**src/logic/pattern_trigger_sync_regs.vh**
```
// Constants for the pattern trigger and synchronisation block
`ifndef PATTERN_TRIGGER_SYNC_REGS_VH
`define PATTERN_TRIGGER_SYNC_REGS_VH
`define PAT_IDX_W        8
`define PAT_IDX_FIRST    8'h00
`define PAT_COUNT_RST    8'h08
`define PWM_W            8
`define PWM_DUTY_RST     8'h00
`define PWM_CNT_RST      8'h00
`define PWM_CNT_LAST     8'hFE
`define SYNC_RST         3'h0
`define ST_IDLE          1'h0
`define ST_RUN           1'h1
`define PAT_STEP         8'h01
`define PWM_STEP         8'h01
`define ROLE_WAIT_RST    3'h0
`define ROLE_WAIT_STEP   3'h1
`define ROLE_WAIT_LAST   3'h5
`endif

```
**src/logic/pattern_trigger_sync.v**
```verilog
// Trigger, sync, role and light-source control for pattern display
// Summary of operation
// (RULE1) Advance trigger steps to next pattern
// (RULE2) Run trigger rising edge starts display
// (RULE3) Run trigger falling edge stops display
// (RULE4) Software start/stop acts alongside run trigger
// (RULE5) Exposure output high only while exposing
// (RULE6) First-pattern output high on first pattern
// (RULE7) Role pin high primary, low secondary
// (RULE8) Secondary drives peer-present high when ready
// (RULE9) Secondary leaves trigger and light pins unused
// (RULE10) Primary uses peer select as chip select
// (RULE11) Separate PWM output per colour
// (RULE12) Separate enable output per colour
// (RULE13) Trigger inputs pass a synchroniser first
`timescale 1ns/100ps
module pattern_trigger_sync
(
  input  wire       mclk,
  input  wire       reset,
  input  wire       video_pattern_mode,
  input  wire       role_select_in,
  input  wire       pattern_advance_in,
  input  wire       pattern_run_in,
  input  wire       sw_start,
  input  wire       sw_stop,
  input  wire [7:0] pattern_count,
  input  wire       exposing,
  input  wire       ready,
  input  wire       peer_present_in,
  input  wire       ssp_select_req,
  input  wire [2:0] light_enable_req,
  input  wire [7:0] blue_duty,
  input  wire [7:0] green_duty,
  input  wire [7:0] red_duty,
  output reg        is_primary_r,
  output reg        running_r,
  output reg  [7:0] pattern_index_r,
  output reg        peer_ready_r,
  output reg        exposure_out,
  output reg        exposure_out_oe,
  output reg        first_pattern_out,
  output reg        first_pattern_out_oe,
  output reg        peer_present_out,
  output reg        peer_present_oe,
  output reg        peer_serial_select_n_out,
  output reg        peer_serial_select_oe,
  output reg        blue_light_pwm,
  output reg        green_light_pwm,
  output reg        red_light_pwm,
  output reg        blue_light_enable,
  output reg        green_light_enable,
  output reg        red_light_enable,
  output reg        light_pins_oe
);
`include "pattern_trigger_sync_regs.vh"

  wire       adv_s;
  wire       run_s;
  wire       role_s;
  wire       peer_s;
  reg        adv_d_r;
  reg        run_d_r;
  reg  [2:0] role_wait_r;
  wire       role_known;
  reg  [7:0] pwm_cnt_r;
  reg  [7:0] idx_nxt;
  reg        run_nxt;
  wire       adv_rise;
  wire       run_rise;
  wire       run_fall;
  wire       trig_ok;
  wire [7:0] last_idx;

  trig_sync3 u_adv (.mclk(mclk), .reset(reset), .din(pattern_advance_in),
                    .dout_r(adv_s));
  trig_sync3 u_run (.mclk(mclk), .reset(reset), .din(pattern_run_in),
                    .dout_r(run_s));
  trig_sync3 u_role (.mclk(mclk), .reset(reset), .din(role_select_in),
                     .dout_r(role_s));
  trig_sync3 u_peer (.mclk(mclk), .reset(reset), .din(peer_present_in),
                     .dout_r(peer_s));

  // Compare duty against free-running count
  function pwm_bit;
    input [7:0] duty;
    input [7:0] cnt;
    begin
      pwm_bit = (cnt < duty);
    end
  endfunction

  // Rising edge of a synchronised level against its delayed copy
  function edge_up;
    input cur;
    input prev;
    begin
      edge_up = cur & ~prev;
    end
  endfunction

  // Wrap to the first pattern after the last one of the sequence
  // A count that shrinks below the index also wraps, never runs away
  function [7:0] step_index;
    input [7:0] idx;
    input [7:0] last;
    begin
      if (idx >= last)
        step_index = `PAT_IDX_FIRST;
      else
        step_index = idx + `PAT_STEP;
    end
  endfunction

  assign adv_rise = edge_up(adv_s, adv_d_r);
  assign run_rise = edge_up(run_s, run_d_r);
  assign run_fall = edge_up(run_d_r, run_s);
  // Strap is only trusted once the synchroniser has filled
  assign role_known = (role_wait_r == `ROLE_WAIT_LAST); // RULE7
  // Triggers only matter for a primary in video pattern mode
  assign trig_ok  = video_pattern_mode & is_primary_r; // RULE9
  assign last_idx = (pattern_count == `PAT_IDX_FIRST) ? `PAT_IDX_FIRST
                    : pattern_count - `PAT_STEP;

  always @*
  begin
    run_nxt = running_r;
    idx_nxt = pattern_index_r;
    // Stop wins if both sources collide in one cycle, the safe choice
    if (sw_start | (trig_ok & run_rise)) // RULE2 RULE4
    begin
      run_nxt = `ST_RUN;
      if (!running_r)
        idx_nxt = `PAT_IDX_FIRST;
    end
    if (sw_stop | (trig_ok & run_fall)) // RULE3 RULE4
      run_nxt = `ST_IDLE;
    if (trig_ok & running_r & adv_rise & run_nxt) // RULE1
      idx_nxt = step_index(pattern_index_r, last_idx); // RULE1
  end

  always @(posedge mclk or posedge reset)
  begin
    if (reset)
    begin
      adv_d_r         <= 1'b0;
      run_d_r         <= 1'b0;
      role_wait_r     <= `ROLE_WAIT_RST;
      is_primary_r    <= 1'b0;
      running_r       <= `ST_IDLE;
      pattern_index_r <= `PAT_IDX_FIRST;
      peer_ready_r    <= 1'b0;
      pwm_cnt_r       <= `PWM_CNT_RST;
    end
    else
    begin
      adv_d_r <= adv_s;
      run_d_r <= run_s;
      // Raw strap is never read: a metastable role would glitch pins
      if (!role_known)
        role_wait_r <= role_wait_r + `ROLE_WAIT_STEP;
      is_primary_r <= role_s; // RULE7
      running_r       <= run_nxt;
      pattern_index_r <= idx_nxt;
      peer_ready_r    <= is_primary_r & peer_s; // RULE8
      pwm_cnt_r <= (pwm_cnt_r >= `PWM_CNT_LAST) ? `PWM_CNT_RST
                   : pwm_cnt_r + `PWM_STEP;
    end
  end

  // Registered pin outputs; secondary drives only the presence pin
  always @(posedge mclk or posedge reset)
  begin
    if (reset)
    begin
      exposure_out             <= 1'b0;
      exposure_out_oe          <= 1'b0;
      first_pattern_out        <= 1'b0;
      first_pattern_out_oe     <= 1'b0;
      peer_present_out         <= 1'b0;
      peer_present_oe          <= 1'b0;
      peer_serial_select_n_out <= 1'b1;
      peer_serial_select_oe    <= 1'b0;
      blue_light_pwm           <= 1'b0;
      green_light_pwm          <= 1'b0;
      red_light_pwm            <= 1'b0;
      blue_light_enable        <= 1'b0;
      green_light_enable       <= 1'b0;
      red_light_enable         <= 1'b0;
      light_pins_oe            <= 1'b0;
    end
    else
    begin
      exposure_out      <= is_primary_r & running_r & exposing; // RULE5
      first_pattern_out <= is_primary_r & running_r & exposing
                           & (pattern_index_r == `PAT_IDX_FIRST); // RULE6
      // Output enables stay low until the strap has been read, so a
      // primary never drives the presence wire just after reset
      exposure_out_oe      <= role_known & is_primary_r; // RULE9
      first_pattern_out_oe <= role_known & is_primary_r; // RULE9
      light_pins_oe        <= role_known & is_primary_r; // RULE9
      peer_present_out <= ~is_primary_r & ready; // RULE8
      peer_present_oe  <= role_known & ~is_primary_r; // RULE8
      peer_serial_select_n_out <= ~(is_primary_r & ssp_select_req); // RULE10
      peer_serial_select_oe    <= role_known & is_primary_r; // RULE10
      blue_light_pwm  <= is_primary_r
                         & pwm_bit(blue_duty, pwm_cnt_r); // RULE11
      green_light_pwm <= is_primary_r
                         & pwm_bit(green_duty, pwm_cnt_r); // RULE11
      red_light_pwm   <= is_primary_r
                         & pwm_bit(red_duty, pwm_cnt_r); // RULE11
      blue_light_enable  <= is_primary_r & light_enable_req[0]; // RULE12
      green_light_enable <= is_primary_r & light_enable_req[1]; // RULE12
      red_light_enable   <= is_primary_r & light_enable_req[2]; // RULE12
    end
  end
endmodule // pattern_trigger_sync

```
**src/logic/trig_sync3.v**
```verilog
// Three-stage input synchroniser with agreement filter
`timescale 1ns/100ps
module trig_sync3
(
  input  wire mclk,
  input  wire reset,
  input  wire din,
  output reg  dout_r
);
`include "pattern_trigger_sync_regs.vh"
  reg [2:0] sync_r;
  // Stage 0 feeds only stage 1; output moves once stages 1 and 2 agree
  always @(posedge mclk or posedge reset)
  begin
    if (reset)
    begin
      sync_r <= `SYNC_RST;
      dout_r <= 1'b0;
    end
    else
    begin
      sync_r <= {sync_r[1:0], din}; // RULE13
      if (sync_r[1] == sync_r[2])
        dout_r <= sync_r[2]; // RULE13
    end
  end
endmodule // trig_sync3

```
**config.mk**
```make
export PLATFORM = sky130hd
export DESIGN_NAME = pattern_trigger_sync
export DESIGN_NICKNAME = d
export VERILOG_FILES = /design/src/logic/pattern_trigger_sync.v /design/src/logic/trig_sync3.v
export VERILOG_INCLUDE_DIRS = /design/src /design/src/logic
export SDC_FILE = /design/constraint.sdc
export NUM_CORES = 1
export LEC_CHECK = 0
export ABC_AREA = 1
export BUFFER_PORTS_ARGS = -buffer_cell sky130_fd_sc_hd__buf_2
export CAP_MARGIN = 20
export CORE_ASPECT_RATIO = 1.2
export CORE_MARGIN = 2
export CORE_UTILIZATION = 50
export CTS_CLUSTER_DIAMETER = 60
export DETAILED_ROUTE_END_ITERATION = 8
export PLACE_DENSITY_LB_ADDON = 0.12
export SETUP_SLACK_MARGIN = 0.15
export SLEW_MARGIN = 20
export SYNTH_ARGS = -nofsm -noshare
export SYNTH_HDL_FRONTEND = slang
export SYNTH_SLANG_ARGS = --single-unit
```
**constraint.sdc**
```tcl
create_clock -name mclk -period 3.9 [get_ports mclk]
set_clock_uncertainty 0.05 [all_clocks]
set_input_delay 0.195 -clock mclk [delete_from_list [all_inputs] [get_ports mclk]]
set_output_delay 0.195 -clock mclk [all_outputs]
set_load 0.05 [all_outputs]
```
# Yosys cells after proc, flatten, opt, wreduce, memory -nomap -nowiden
# Cells that the tools add are included.
# totals
regBits,52
output_inout_bits,26
wordCells,85
in_bits,47
# op_classes
add_sub_neg,4
eq_ne,6
bitwise_logic,30
mux,8
n_reduce_logical,4
n_lt_le_gt_ge,5
# op_table
cell,count
$mux 8,6
$lt 8x8->1,3
$and 1x1->1,23
$add 8x1->8 const B,2
$logic_not 8->1,2
$ge 8x8->1,1
$ge 8x8->1 const B,1
$sub 8x1->8 const B,1
$not 1->1,5
$eq 1x1->1,4
$add 3x1->3 const B,1
$eq 3x3->1 const B,1
$mux 1,2
$ne 2x1->1 const B,1
$or 1x1->1,2
$reduce_and 2->1,1
$reduce_bool 2->1,1

# Logic depth before layout (Yosys ltp)
# Gate-level depths: netlist of the first run.
# depth
ltp_word,9
depth_mapped,16

# By module
# From an unflattened synthesis of the first run, not the netlist that was laid out.
# unflattened
cells_unflattened,361
hier_area_um2,3056.7
# modules_own_cells
module,n_inst,cells_per_inst,area_each_um2
pattern_trigger_sync,1,325,2576.2
trig_sync3,4,9,120.1

# Least setup slack after synthesis of the first run
# OpenSTA, ideal clock, no wires.
# synth_timing
path_type,input -> register
startpoint,in pattern_count[0]
endpoint,reg pattern_index_r[2]
setup_time_ns,0.067
n_path_buf,0
arrival_ns,1.869
required_time_ns,3.783
cell_stages,15
slack_ns,1.914
path_cell_list,inv_1 ha_1 nand2_1 inv_1 nand4_1 inv_1 or2_2 ha_1 nand2_1 nor2_1 nor2_1 nand2_1 a21oi_4 nand3_1 nand2_1
# synth_between
elab_chain_cells,5
elab_cells_between_ends,6
cone_classes,add/sub: 1; order compare: 1; mux: 3; reduce/logical: 1
# synth_lines
item,line_no,rtl
"start, declared",pattern_trigger_sync.v:27,"input wire [7:0] pattern_count,"
$sub 8x1->8 (no source line) or $logic_not 8->1 (tied branches),--,
$mux 8 (no source line) (*),--,
$ge 8x8->1 (*),pattern_trigger_sync.v:108,if (idx >= last)
$mux 8 (*),pattern_trigger_sync.v:108,
$mux 8 (*),pattern_trigger_sync.v:138,if (trig_ok & running_r & adv_rise & run_nxt)
"end signal, assigned",pattern_trigger_sync.v:151,pattern_index_r <= `PAT_IDX_FIRST;
"end signal, assigned",pattern_trigger_sync.v:164,pattern_index_r <= idx_nxt;
"end, declared",pattern_trigger_sync.v:38,"output reg [7:0] pattern_index_r,"
# Mark *: on every way between the ends. The rest lies on a longest branch, timed or not.
# A chain may end at the register's enable or synchronous reset.

# Worst setup path after layout of the first run
# layout_timing
startpoint,in pattern_count[0]
endpoint,reg pattern_index_r[7]
# The elaborated chain is that of the path after synthesis.

==> results of run 1 <==
path summary, 6_finish.rpt:
check	end	slack [ps]	cells after the start
hold / removal	u_adv.sync_r[2]	-20	2
hold reg to reg	u_adv.sync_r[1]	300	0
setup / recovery	pattern_index_r[7]	1900	16
max in group asynchronous	pattern_index_r[7]	3310	2
setup reg to reg	pattern_index_r[7]	2240	6
min in group mclk	peer_present_out	40	3
state kept, by name (all words and copies together) (netlist names), 3 cells and up:
signal and count:
u_role.sync_r 3, role_wait_r 3, pwm_cnt_r 8, u_adv.sync_r 3
pattern_index_r 8, u_run.sync_r 3, u_peer.sync_r 3
routing by layer:
metal	up-vias	wire length, µm	track usage
met3	10	263	0.0334
met4	0	97	0.0678
met2	68	2980	0.338
met1	1090	2340	0.248
li1	1240	-	-
met5	-	0	0
report_power, final:
group	internal, W	total, W	switching [W]
logic	0.0000597	0.000188	0.000128
clock network	0.000193	0.000375	0.000182
registers	0.000565	0.000580	0.0000145
Yosys cell counts, drive strengths merged:
cell	n	area (µm²)
nor3	3	15.0
or2	2	12.5
dfrtp	51	1280
buf	4	33.8
nand3	32	160
o31ai	1	7.51
nand2	64	250
a211oi	2	15.0
o21ai	10	50.1
nor2	31	124
xnor2	2	17.5
a21oi	18	101
dfstp	1	26.3
xor2	7	61.3
maj3	4	40.0
nor3b	1	7.51
nor4	2	27.5
inv	65	244
o211ai	1	7.51
o21bai	1	7.51
ha	36	450
nand4	2	12.5
cells in the final DEF (no fill, tap or decap), types with 2 or more instances in the layout:
cell           synthesis  routed
or2_2                  2       2
clkbuf_8               0       5
nor2_1                30      30
dlygate4sd3_1          0       5
nand2_1               60      60
dfrtp_1               51      51
buf_2                  0      72
a211oi_1               2       2
nand2_2                4       4
ha_1                  36      36
maj3_1                 4       4
inv_1                 64      63
xnor2_1                2       2
nor3_1                 3       3
xor2_1                 7       7
o21ai_0               10      10
a21oi_1               17      17
nand4_1                2       2
nand3_1               32      32
layout make-up:
cell class / count / share of cell area
Multi-Input combinational cell: 219 / 0.386
Sequential cell: 52 / 0.368
Timing Repair Buffer: 77 / 0.116
Inverter: 65 / 0.0693
Tap cell: 80 / 0.0283
Clock buffer: 5 / 0.0194
Clock inverter: 3 / 0.0131
cell families after synthesis:
family                     share of synthesized area
xor gates and xnor gates                      0.0267
adders and majority gates                      0.166
and+or+nand+nor                                0.207
AOI/OAI and AO/OA                             0.0641
buffers and inverters                         0.0942
DFF                                            0.442
critical path, stage by stage:
cell	delay (ps)
buf_2	80
inv_1	50
ha_1	210
nand2_1	90
inv_1	60
nand4_1	140
inv_1	80
or2_2	280
ha_1	290
nand2_1	60
nor2_1	40
nor2_1	80
nand2_1	90
a21oi_4	240
nand3_1	120
nand2_1	70
metrics by stage:
step | hold WS (ps) | util | instance area, µm² | setup WS (ps)
floorplan | 176 | - | 2950 | 1910
global placement | 253 | 0.595 | 3370 | 1660
detailed placement | 255 | 0.595 | 3370 | 1580
CTS | 22.0 | 0.625 | 3540 | 1890
global route | 26.7 | 0.625 | 3540 | 1640
finish | -16.4 | 0.625 | 3540 | 1900
what timing repair did:
action                                 in CTS  in global routing
hold buffers                                5                  0
endpoints found under the hold margin       5                  0
setup endpoints to repair                   0                  0
==> flow_summary.ini, run 1 <==
[synth]
seq_area_frac_synth = 0.442
synth_nets = 423
synth_area_per_cell_um2 = 8.67
netlist_instances = 340
ys_types = 28
ys_ff_latch = 52
netlist_area_mm2 = 0.00295
synth_warnings = 0

[outcome]
status = finished, violations left
violations = negative hold slack

[routing]
drt_iter0_markers = 106
dr_total_vias = 2408
via_per_inst = 4.81
routedWlPerCell_um = 11.3
ant_nets = 0
drc = 0
dr.pass1.iters = 5
wirelength_mm = 5.68

[power]
cellPowerDensity_mw_per_mm2 = 323
totalPowerFinal_w = 0.00114
vdd_drop_max_uv = 324
p_leak_nw = 2.04

[global_route]
grt_antenna_before_repair = 0
grt_use_total = 0.196
grt_pass1_vias = 2315
grt_max_degree = 53
grt_pass1_wl_mm = 9.99
grt_overflow_total = 0

[setup_path]
startpoint_type = input pin
required_ps = 4090
r2r_start = pattern_index_r[5]
crit_start = pattern_count[0]
crit_type = in2reg
arrival_ps = 2200
worstPathMaxFanout = 8
cp-end-kind = register

[final_layout]
areaGrowthSynthToFinish_pct = 20.1
nNetsFinal = 503
fillerInstances = 505
seqCellArea_mm2 = 0.00130
antenna_cells = 0
fin_cells = 501
multi_input_area_mm2 = 0.00137
drive_above_1_share = 0.219

[place]
numPortBuffers = 72
dp_hpwl_mm = 4.48
dp.cells = 488
globalplace.congestion = 0.881

[floorplanning]
io_pins = 73
rows = 30
dieArea_mm2 = 0.00653
core_area_mm2 = 0.00567
chipWidth_um = 74.1
initial_utilization = 0.520
die_y_um = 88.1

[clock_network]
cts_buffers = 5
h-tree-depth = 2
cts_setup_buffers = 0
cts_buffer_depth = 2
cts_resized = 0
clock_sinks = 52
root_buffer = clkbuf_8
cts_tree = done
insertion_delay_ps = 300
path_clk_slew_ps = 100

[hold_path]
hold_path_class = in2async

[timing]
rsz0062_at_grt = false
finalCriticalPeriod_ps = 2000
setup_viol = 0
max_freq_mhz = 499
hold_viol_final = 34
whs_ps = -16.4
tns_ps = 0
maxSlewViolCount = 0
worstMarginPinSlew_ps = 861
finalCritPeriodShare = 0.514
relSlewSlack = 0.425

[job]
maxCapViolCount = 0
Power figures use the tool's default switching activity.
==> inputs of run 2 (changes only) <==
- CORE_UTILIZATION: 50 -> 48
- clock period: 3.9 -> 1.7 ns (I/O delays scaled with it)
==> run 2 against run 1 <==
Effect of this change:
- the flow now finishes without violations
- worst setup slack got worse by 1800 ps
- worst hold slack improved by 33 ps
- flip-flop and latch count did not move
- clock power rose by 100%
- die area rose by 4.0%
- critical path depth fell by 3
- power rose by 130%
- wire length rose by 2.8%
- non-clock buffer count rose by 24
==> flow_summary.ini, run 2 (synthesis gave the netlist of run 1 again) <==
[floorplanning]
chipWidth_um = 75.5
dieArea_mm2 = 0.00679
io_pins = 73
rows = 31
initial_utilization = 0.494
die_y_um = 89.8
core_area_mm2 = 0.00597

[clock_network]
root_buffer = clkbuf_8
h-tree-depth = 2
cts_tree = done
clock_sinks = 52
cts_buffers = 5
path_clk_slew_ps = 100
cts_buffer_depth = 2
insertion_delay_ps = 310

[routing]
routedWlPerCell_um = 11.1
drt_iter0_markers = 81
dr.pass1.iters = 4
via_per_inst = 4.72
ant_nets = 0
wirelength_mm = 5.84
drc = 0
dr_total_vias = 2489

[timing]
maxSlewViolCount = 0
rsz0062_at_grt = true
finalCriticalPeriod_ps = 1650
max_freq_mhz = 607
worstMarginPinSlew_ps = 384
finalCritPeriodShare = 0.969
finalWorstSetupSlack_ps = 53.2
hold_viol_final = 0
relSlewSlack = 0.744
setup_viol = 0

[final_layout]
final_common_cell = buf_2
antenna_cells = 0
largestRegisters = pattern_index_r x8, pwm_cnt_r x8
areaGrowthSynthToFinish_pct = 32.0
nNetsFinal = 527
finalCoreUtilization = 0.652
drive_above_1_share = 0.299
mostFrequentLayoutCells = buf_2, inv_1, nand2_1, dfrtp_1, ha_1

[place]
globalplace.congestion = 0.764
dp_hpwl_mm = 4.40
numPortBuffers = 72
place_ws_ps = -428

[setup_path]
startpoint_type = input pin
reg2reg_depth = 9
crit_type = in2reg
arrival_ps = 1850
worstPathMaxFanout = 8
cp-end-kind = register
required_ps = 1900

[hold_path]
holdPathStages = 4
hold_path_class = in2reg

[power]
vdd_drop_max_uv = 640
p_leak_nw = 2.17
cellPowerDensity_mw_per_mm2 = 665

[global_route]
grt_antenna_before_repair = 0
grt_max_degree = 36
grt_pass1_wl_mm = 10.2
grt_pass1_vias = 2444
grt_use_total = 0.192
grt_overflow_total = 0

[outcome]
status = finished clean

[job]
maxCapViolCount = 0
## run 2: changes by cell type in the layout (fill, tap and decap cells not counted), moves of 4 or more
cell           change
inv_1              -4
buf_4             +16
o21ai_0            -4
ha_1               -4
dlygate4sd3_1      +6
ha_4               +4
## run 2: worst paths after layout
path,start,endpoint,slack (ps)
worst max-delay path,pattern_count[1],pattern_index_r[2],50
worst min-delay path,sw_stop,running_r,20
worst max register to register,pattern_index_r[0],pattern_index_r[2],100
worst min register to register,u_run.sync_r[0],u_run.sync_r[1],310
max in group asynchronous,reset,pattern_index_r[0],840
min in group asynchronous,reset,u_run.sync_r[0],240
## run 2: routing by layer
metal	wire, µm	up-vias	global-route usage
met4	82	0	0.0614
met1	2430	1145	0.229
met2	3130	51	0.340
met5	0	-	0
li1	-	1286	-
met3	197	7	0.0336
## run 2: report_power, final
group / switching [W] / internal [W] / total [W]
combinational: 0.000324 / 0.000186 / 0.000509
clock: 0.000446 / 0.000311 / 0.000757
sequential: 0.0000249 / 0.00130 / 0.00132
## run 2: area by class of cell
cell class / instances / area (µm²)
Inverter: 65 / 264
Clock inverter: 3 / 28.8
Tap cell: 82 / 103
Clock buffer: 5 / 68.8
Fill cell: 530 / 2080
Sequential cell: 52 / 1310
Timing Repair Buffer: 101 / 648
Multi-Input combinational cell: 219 / 1470
## run 2: critical path: stages
cell	delay (ps)
buf_8	110
nor2_2	120
nand2_1	100
nor2_2	140
nand2_1	80
o21ai_1	130
o31ai_1	90
ha_1	310
a21oi_2	170
o21ai_2	80
a21oi_4	230
nand3_1	110
nand2_1	80
## run 2: metrics by stage
stage	hold slack (ps)	instance area (µm²)	instances	TNS (ps)	power (W)
3_5_place_dp	41.4	3560	505	-3260	0.00182
6_report	16.4	3890	527	0	0.00259
3_3_place_gp	32.5	3560	505	-2790	0.00181
5_1_grt	22.9	3890	527	-479	0.00273
4_1_cts	2.45	3850	526	0	0.00263
2_1_floorplan	66.4	3000	340	-331	0.00167
## run 2: what timing repair did
action	CTS	global route
hold buffers	11	0
resized for setup	20	7
pin swaps	17	4
cloned	0	0
buffers inserted	2	1
setup endpoints to repair	8	9
hold endpoints to repair	28	0
==> inputs of run 3 (changes only) <==
- CAP_MARGIN: 20 -> 15
- REMOVE_ABC_BUFFERS: unset -> 1
==> run 3 against run 2 <==
Effect of this change:
- flip-flop and latch count unchanged
- first-iteration DRC count up 4.9%
- largest power group unchanged
- final cell count up 1.3%
- combinational power up 4.7%
- the run now ends with negative setup slack left
- sequential power about the same
- register-to-register slack worse by 50 ps
- core utilization up 1.9 points
==> flow_summary.ini, run 3 (synthesis gave the netlist of run 1 again) <==
[outcome]
status = finished, violations left
violations = negative setup slack

[clock_network]
insertion_delay_ps = 300
root_buffer = clkbuf_8
cts_tree = done
h-tree-depth = 2
cts_buffer_depth = 2
cts_buffers = 5
path_clk_slew_ps = 100
clock_sinks = 52

[routing]
ant_nets = 0
dr_total_vias = 2540
via_per_inst = 4.76
wirelength_mm = 6.51
drt_iter0_markers = 85
dr.pass1.iters = 4
drc = 0
routedWlPerCell_um = 12.2

[setup_path]
worstPathMaxFanout = 8
cpPeakStageDelay_ps = 300
cp-end-kind = register
crit_top_cell = nand2_1
crit_type = in2reg
arrival_ps = 1940
startpoint_type = input pin
cpMaxStageDelayCell = ha_1
required_ps = 1900
path_cells = buf_8 -> inv_6 -> buf_4 -> nand2_1 -> nor2_2 -> nand2_2 -> o21ai_1 -> o31ai_2 -> ha_1 -> a21oi_2 -> o21ai_2 -> a21oi_4 -> nand3_2 -> nand2_1
reg2reg_depth = 9

[timing]
rsz0062_at_grt = true
max_freq_mhz = 574
relSlewSlack = 0.780
worstMarginPinSlew_ps = 330
tns_ps = -207
finalCritPeriodShare = 1.02
finalCriticalPeriod_ps = 1740
finalWorstSetupSlack_ps = -41.9
setup_viol = 8
whs_ps = 24.5
hold_viol_final = 0
maxSlewViolCount = 0

[final_layout]
antenna_cells = 0
fin_cells = 534
mostFrequentLayoutCells = buf_2, inv_1, nand2_1, dfrtp_1, ha_1
nNetsFinal = 534
largestRegisters = pattern_index_r x8, pwm_cnt_r x8
drive_above_1_share = 0.327
areaGrowthSynthToFinish_pct = 35.8
finalCoreUtilization = 0.670
final_common_cell = buf_2

[hold_path]
hold_path_class = in2reg
holdPathStages = 4

[floorplanning]
rows = 31
die_y_um = 89.8
chipWidth_um = 75.5
dieArea_mm2 = 0.00679
io_pins = 73
initial_utilization = 0.494
core_area_mm2 = 0.00597

[place]
dp.cells = 509
globalplace.congestion = 0.808
dp_hpwl_mm = 4.56
numPortBuffers = 72

[global_route]
grt_pass1_wl_mm = 10.6
grt_use_total = 0.200
grt_overflow_total = 0
grt_pass1_vias = 2429
grt_max_degree = 53
grt_antenna_before_repair = 0

[power]
totalPowerFinal_w = 0.00261
vdd_drop_max_uv = 540
cellPowerDensity_mw_per_mm2 = 653
p_leak_nw = 2.22

[job]
maxCapViolCount = 0
==> run 3: path summary, 6_finish.rpt <==
path | start | end | slack, ps
worst max register to register | pattern_index_r[0] | pattern_index_r[3] | 50
min in group asynchronous | reset | peer_ready_r | 310
worst min-delay path | sw_stop | running_r | 20
max in group asynchronous | reset | peer_serial_select_n_out | 1010
worst min register to register | u_run.sync_r[0] | u_run.sync_r[1] | 310
worst max-delay path | pattern_count[0] | pattern_index_r[3] | -40
==> run 3: critical path: cells and delay by family <==
| family | cells | cell delay, ps |
|---|---|---|
| fa+ha+maj | 1 | 300 |
| buf+inv | 3 | 250 |
| simple gates | 5 | 540 |
| compound gates | 5 | 770 |
==> run 3: routing by layer <==
metal / vias up / GRT usage / share of wire
met5: - / 0 / 0
met4: 0 / 0.0599 / 0.0089
met3: 4 / 0.0359 / 0.042
met2: 59 / 0.351 / 0.54
met1: 1176 / 0.242 / 0.41
li1: 1301 / - / -
==> run 3: layout make-up <==
class | count | area (µm²)
Clock inverter | 3 | 28.8
Sequential cell | 52 | 1300
Timing Repair Buffer | 108 | 704
Inverter | 65 | 251
Clock buffer | 5 | 68.8
Multi-Input combinational cell | 219 | 1550
Fill cell | 503 | 1970
Tap cell | 82 | 103
==> run 3: report_power, final <==
group | switching, W | total, W | internal, W | leakage, nW
registers | 0.0000265 | 0.00132 | 0.00130 | 0.637
clock network | 0.000446 | 0.000758 | 0.000312 | 0.0511
logic | 0.000336 | 0.000533 | 0.000197 | 1.54
==> run 3: through the flow <==
step           setup WS, ps  instance area (µm²)
2_1_floorplan          -176                 2910
3_3_place_gp           -371                 3530
3_5_place_dp           -465                 3530
4_1_cts                24.6                 3880
5_1_grt                -173                 4000
6_report              -41.9                 4000
==> run 3: what timing repair did <==
| action | CTS | global route |
|---|---|---|
| setup endpoints to repair | 8 | 9 |
| gates resized for setup | 27 | 24 |
| hold buffers | 11 | 0 |
| pin swaps | 17 | 26 |
| setup buffers | 3 | 3 |
| endpoints found under the hold margin | 62 | 0 |
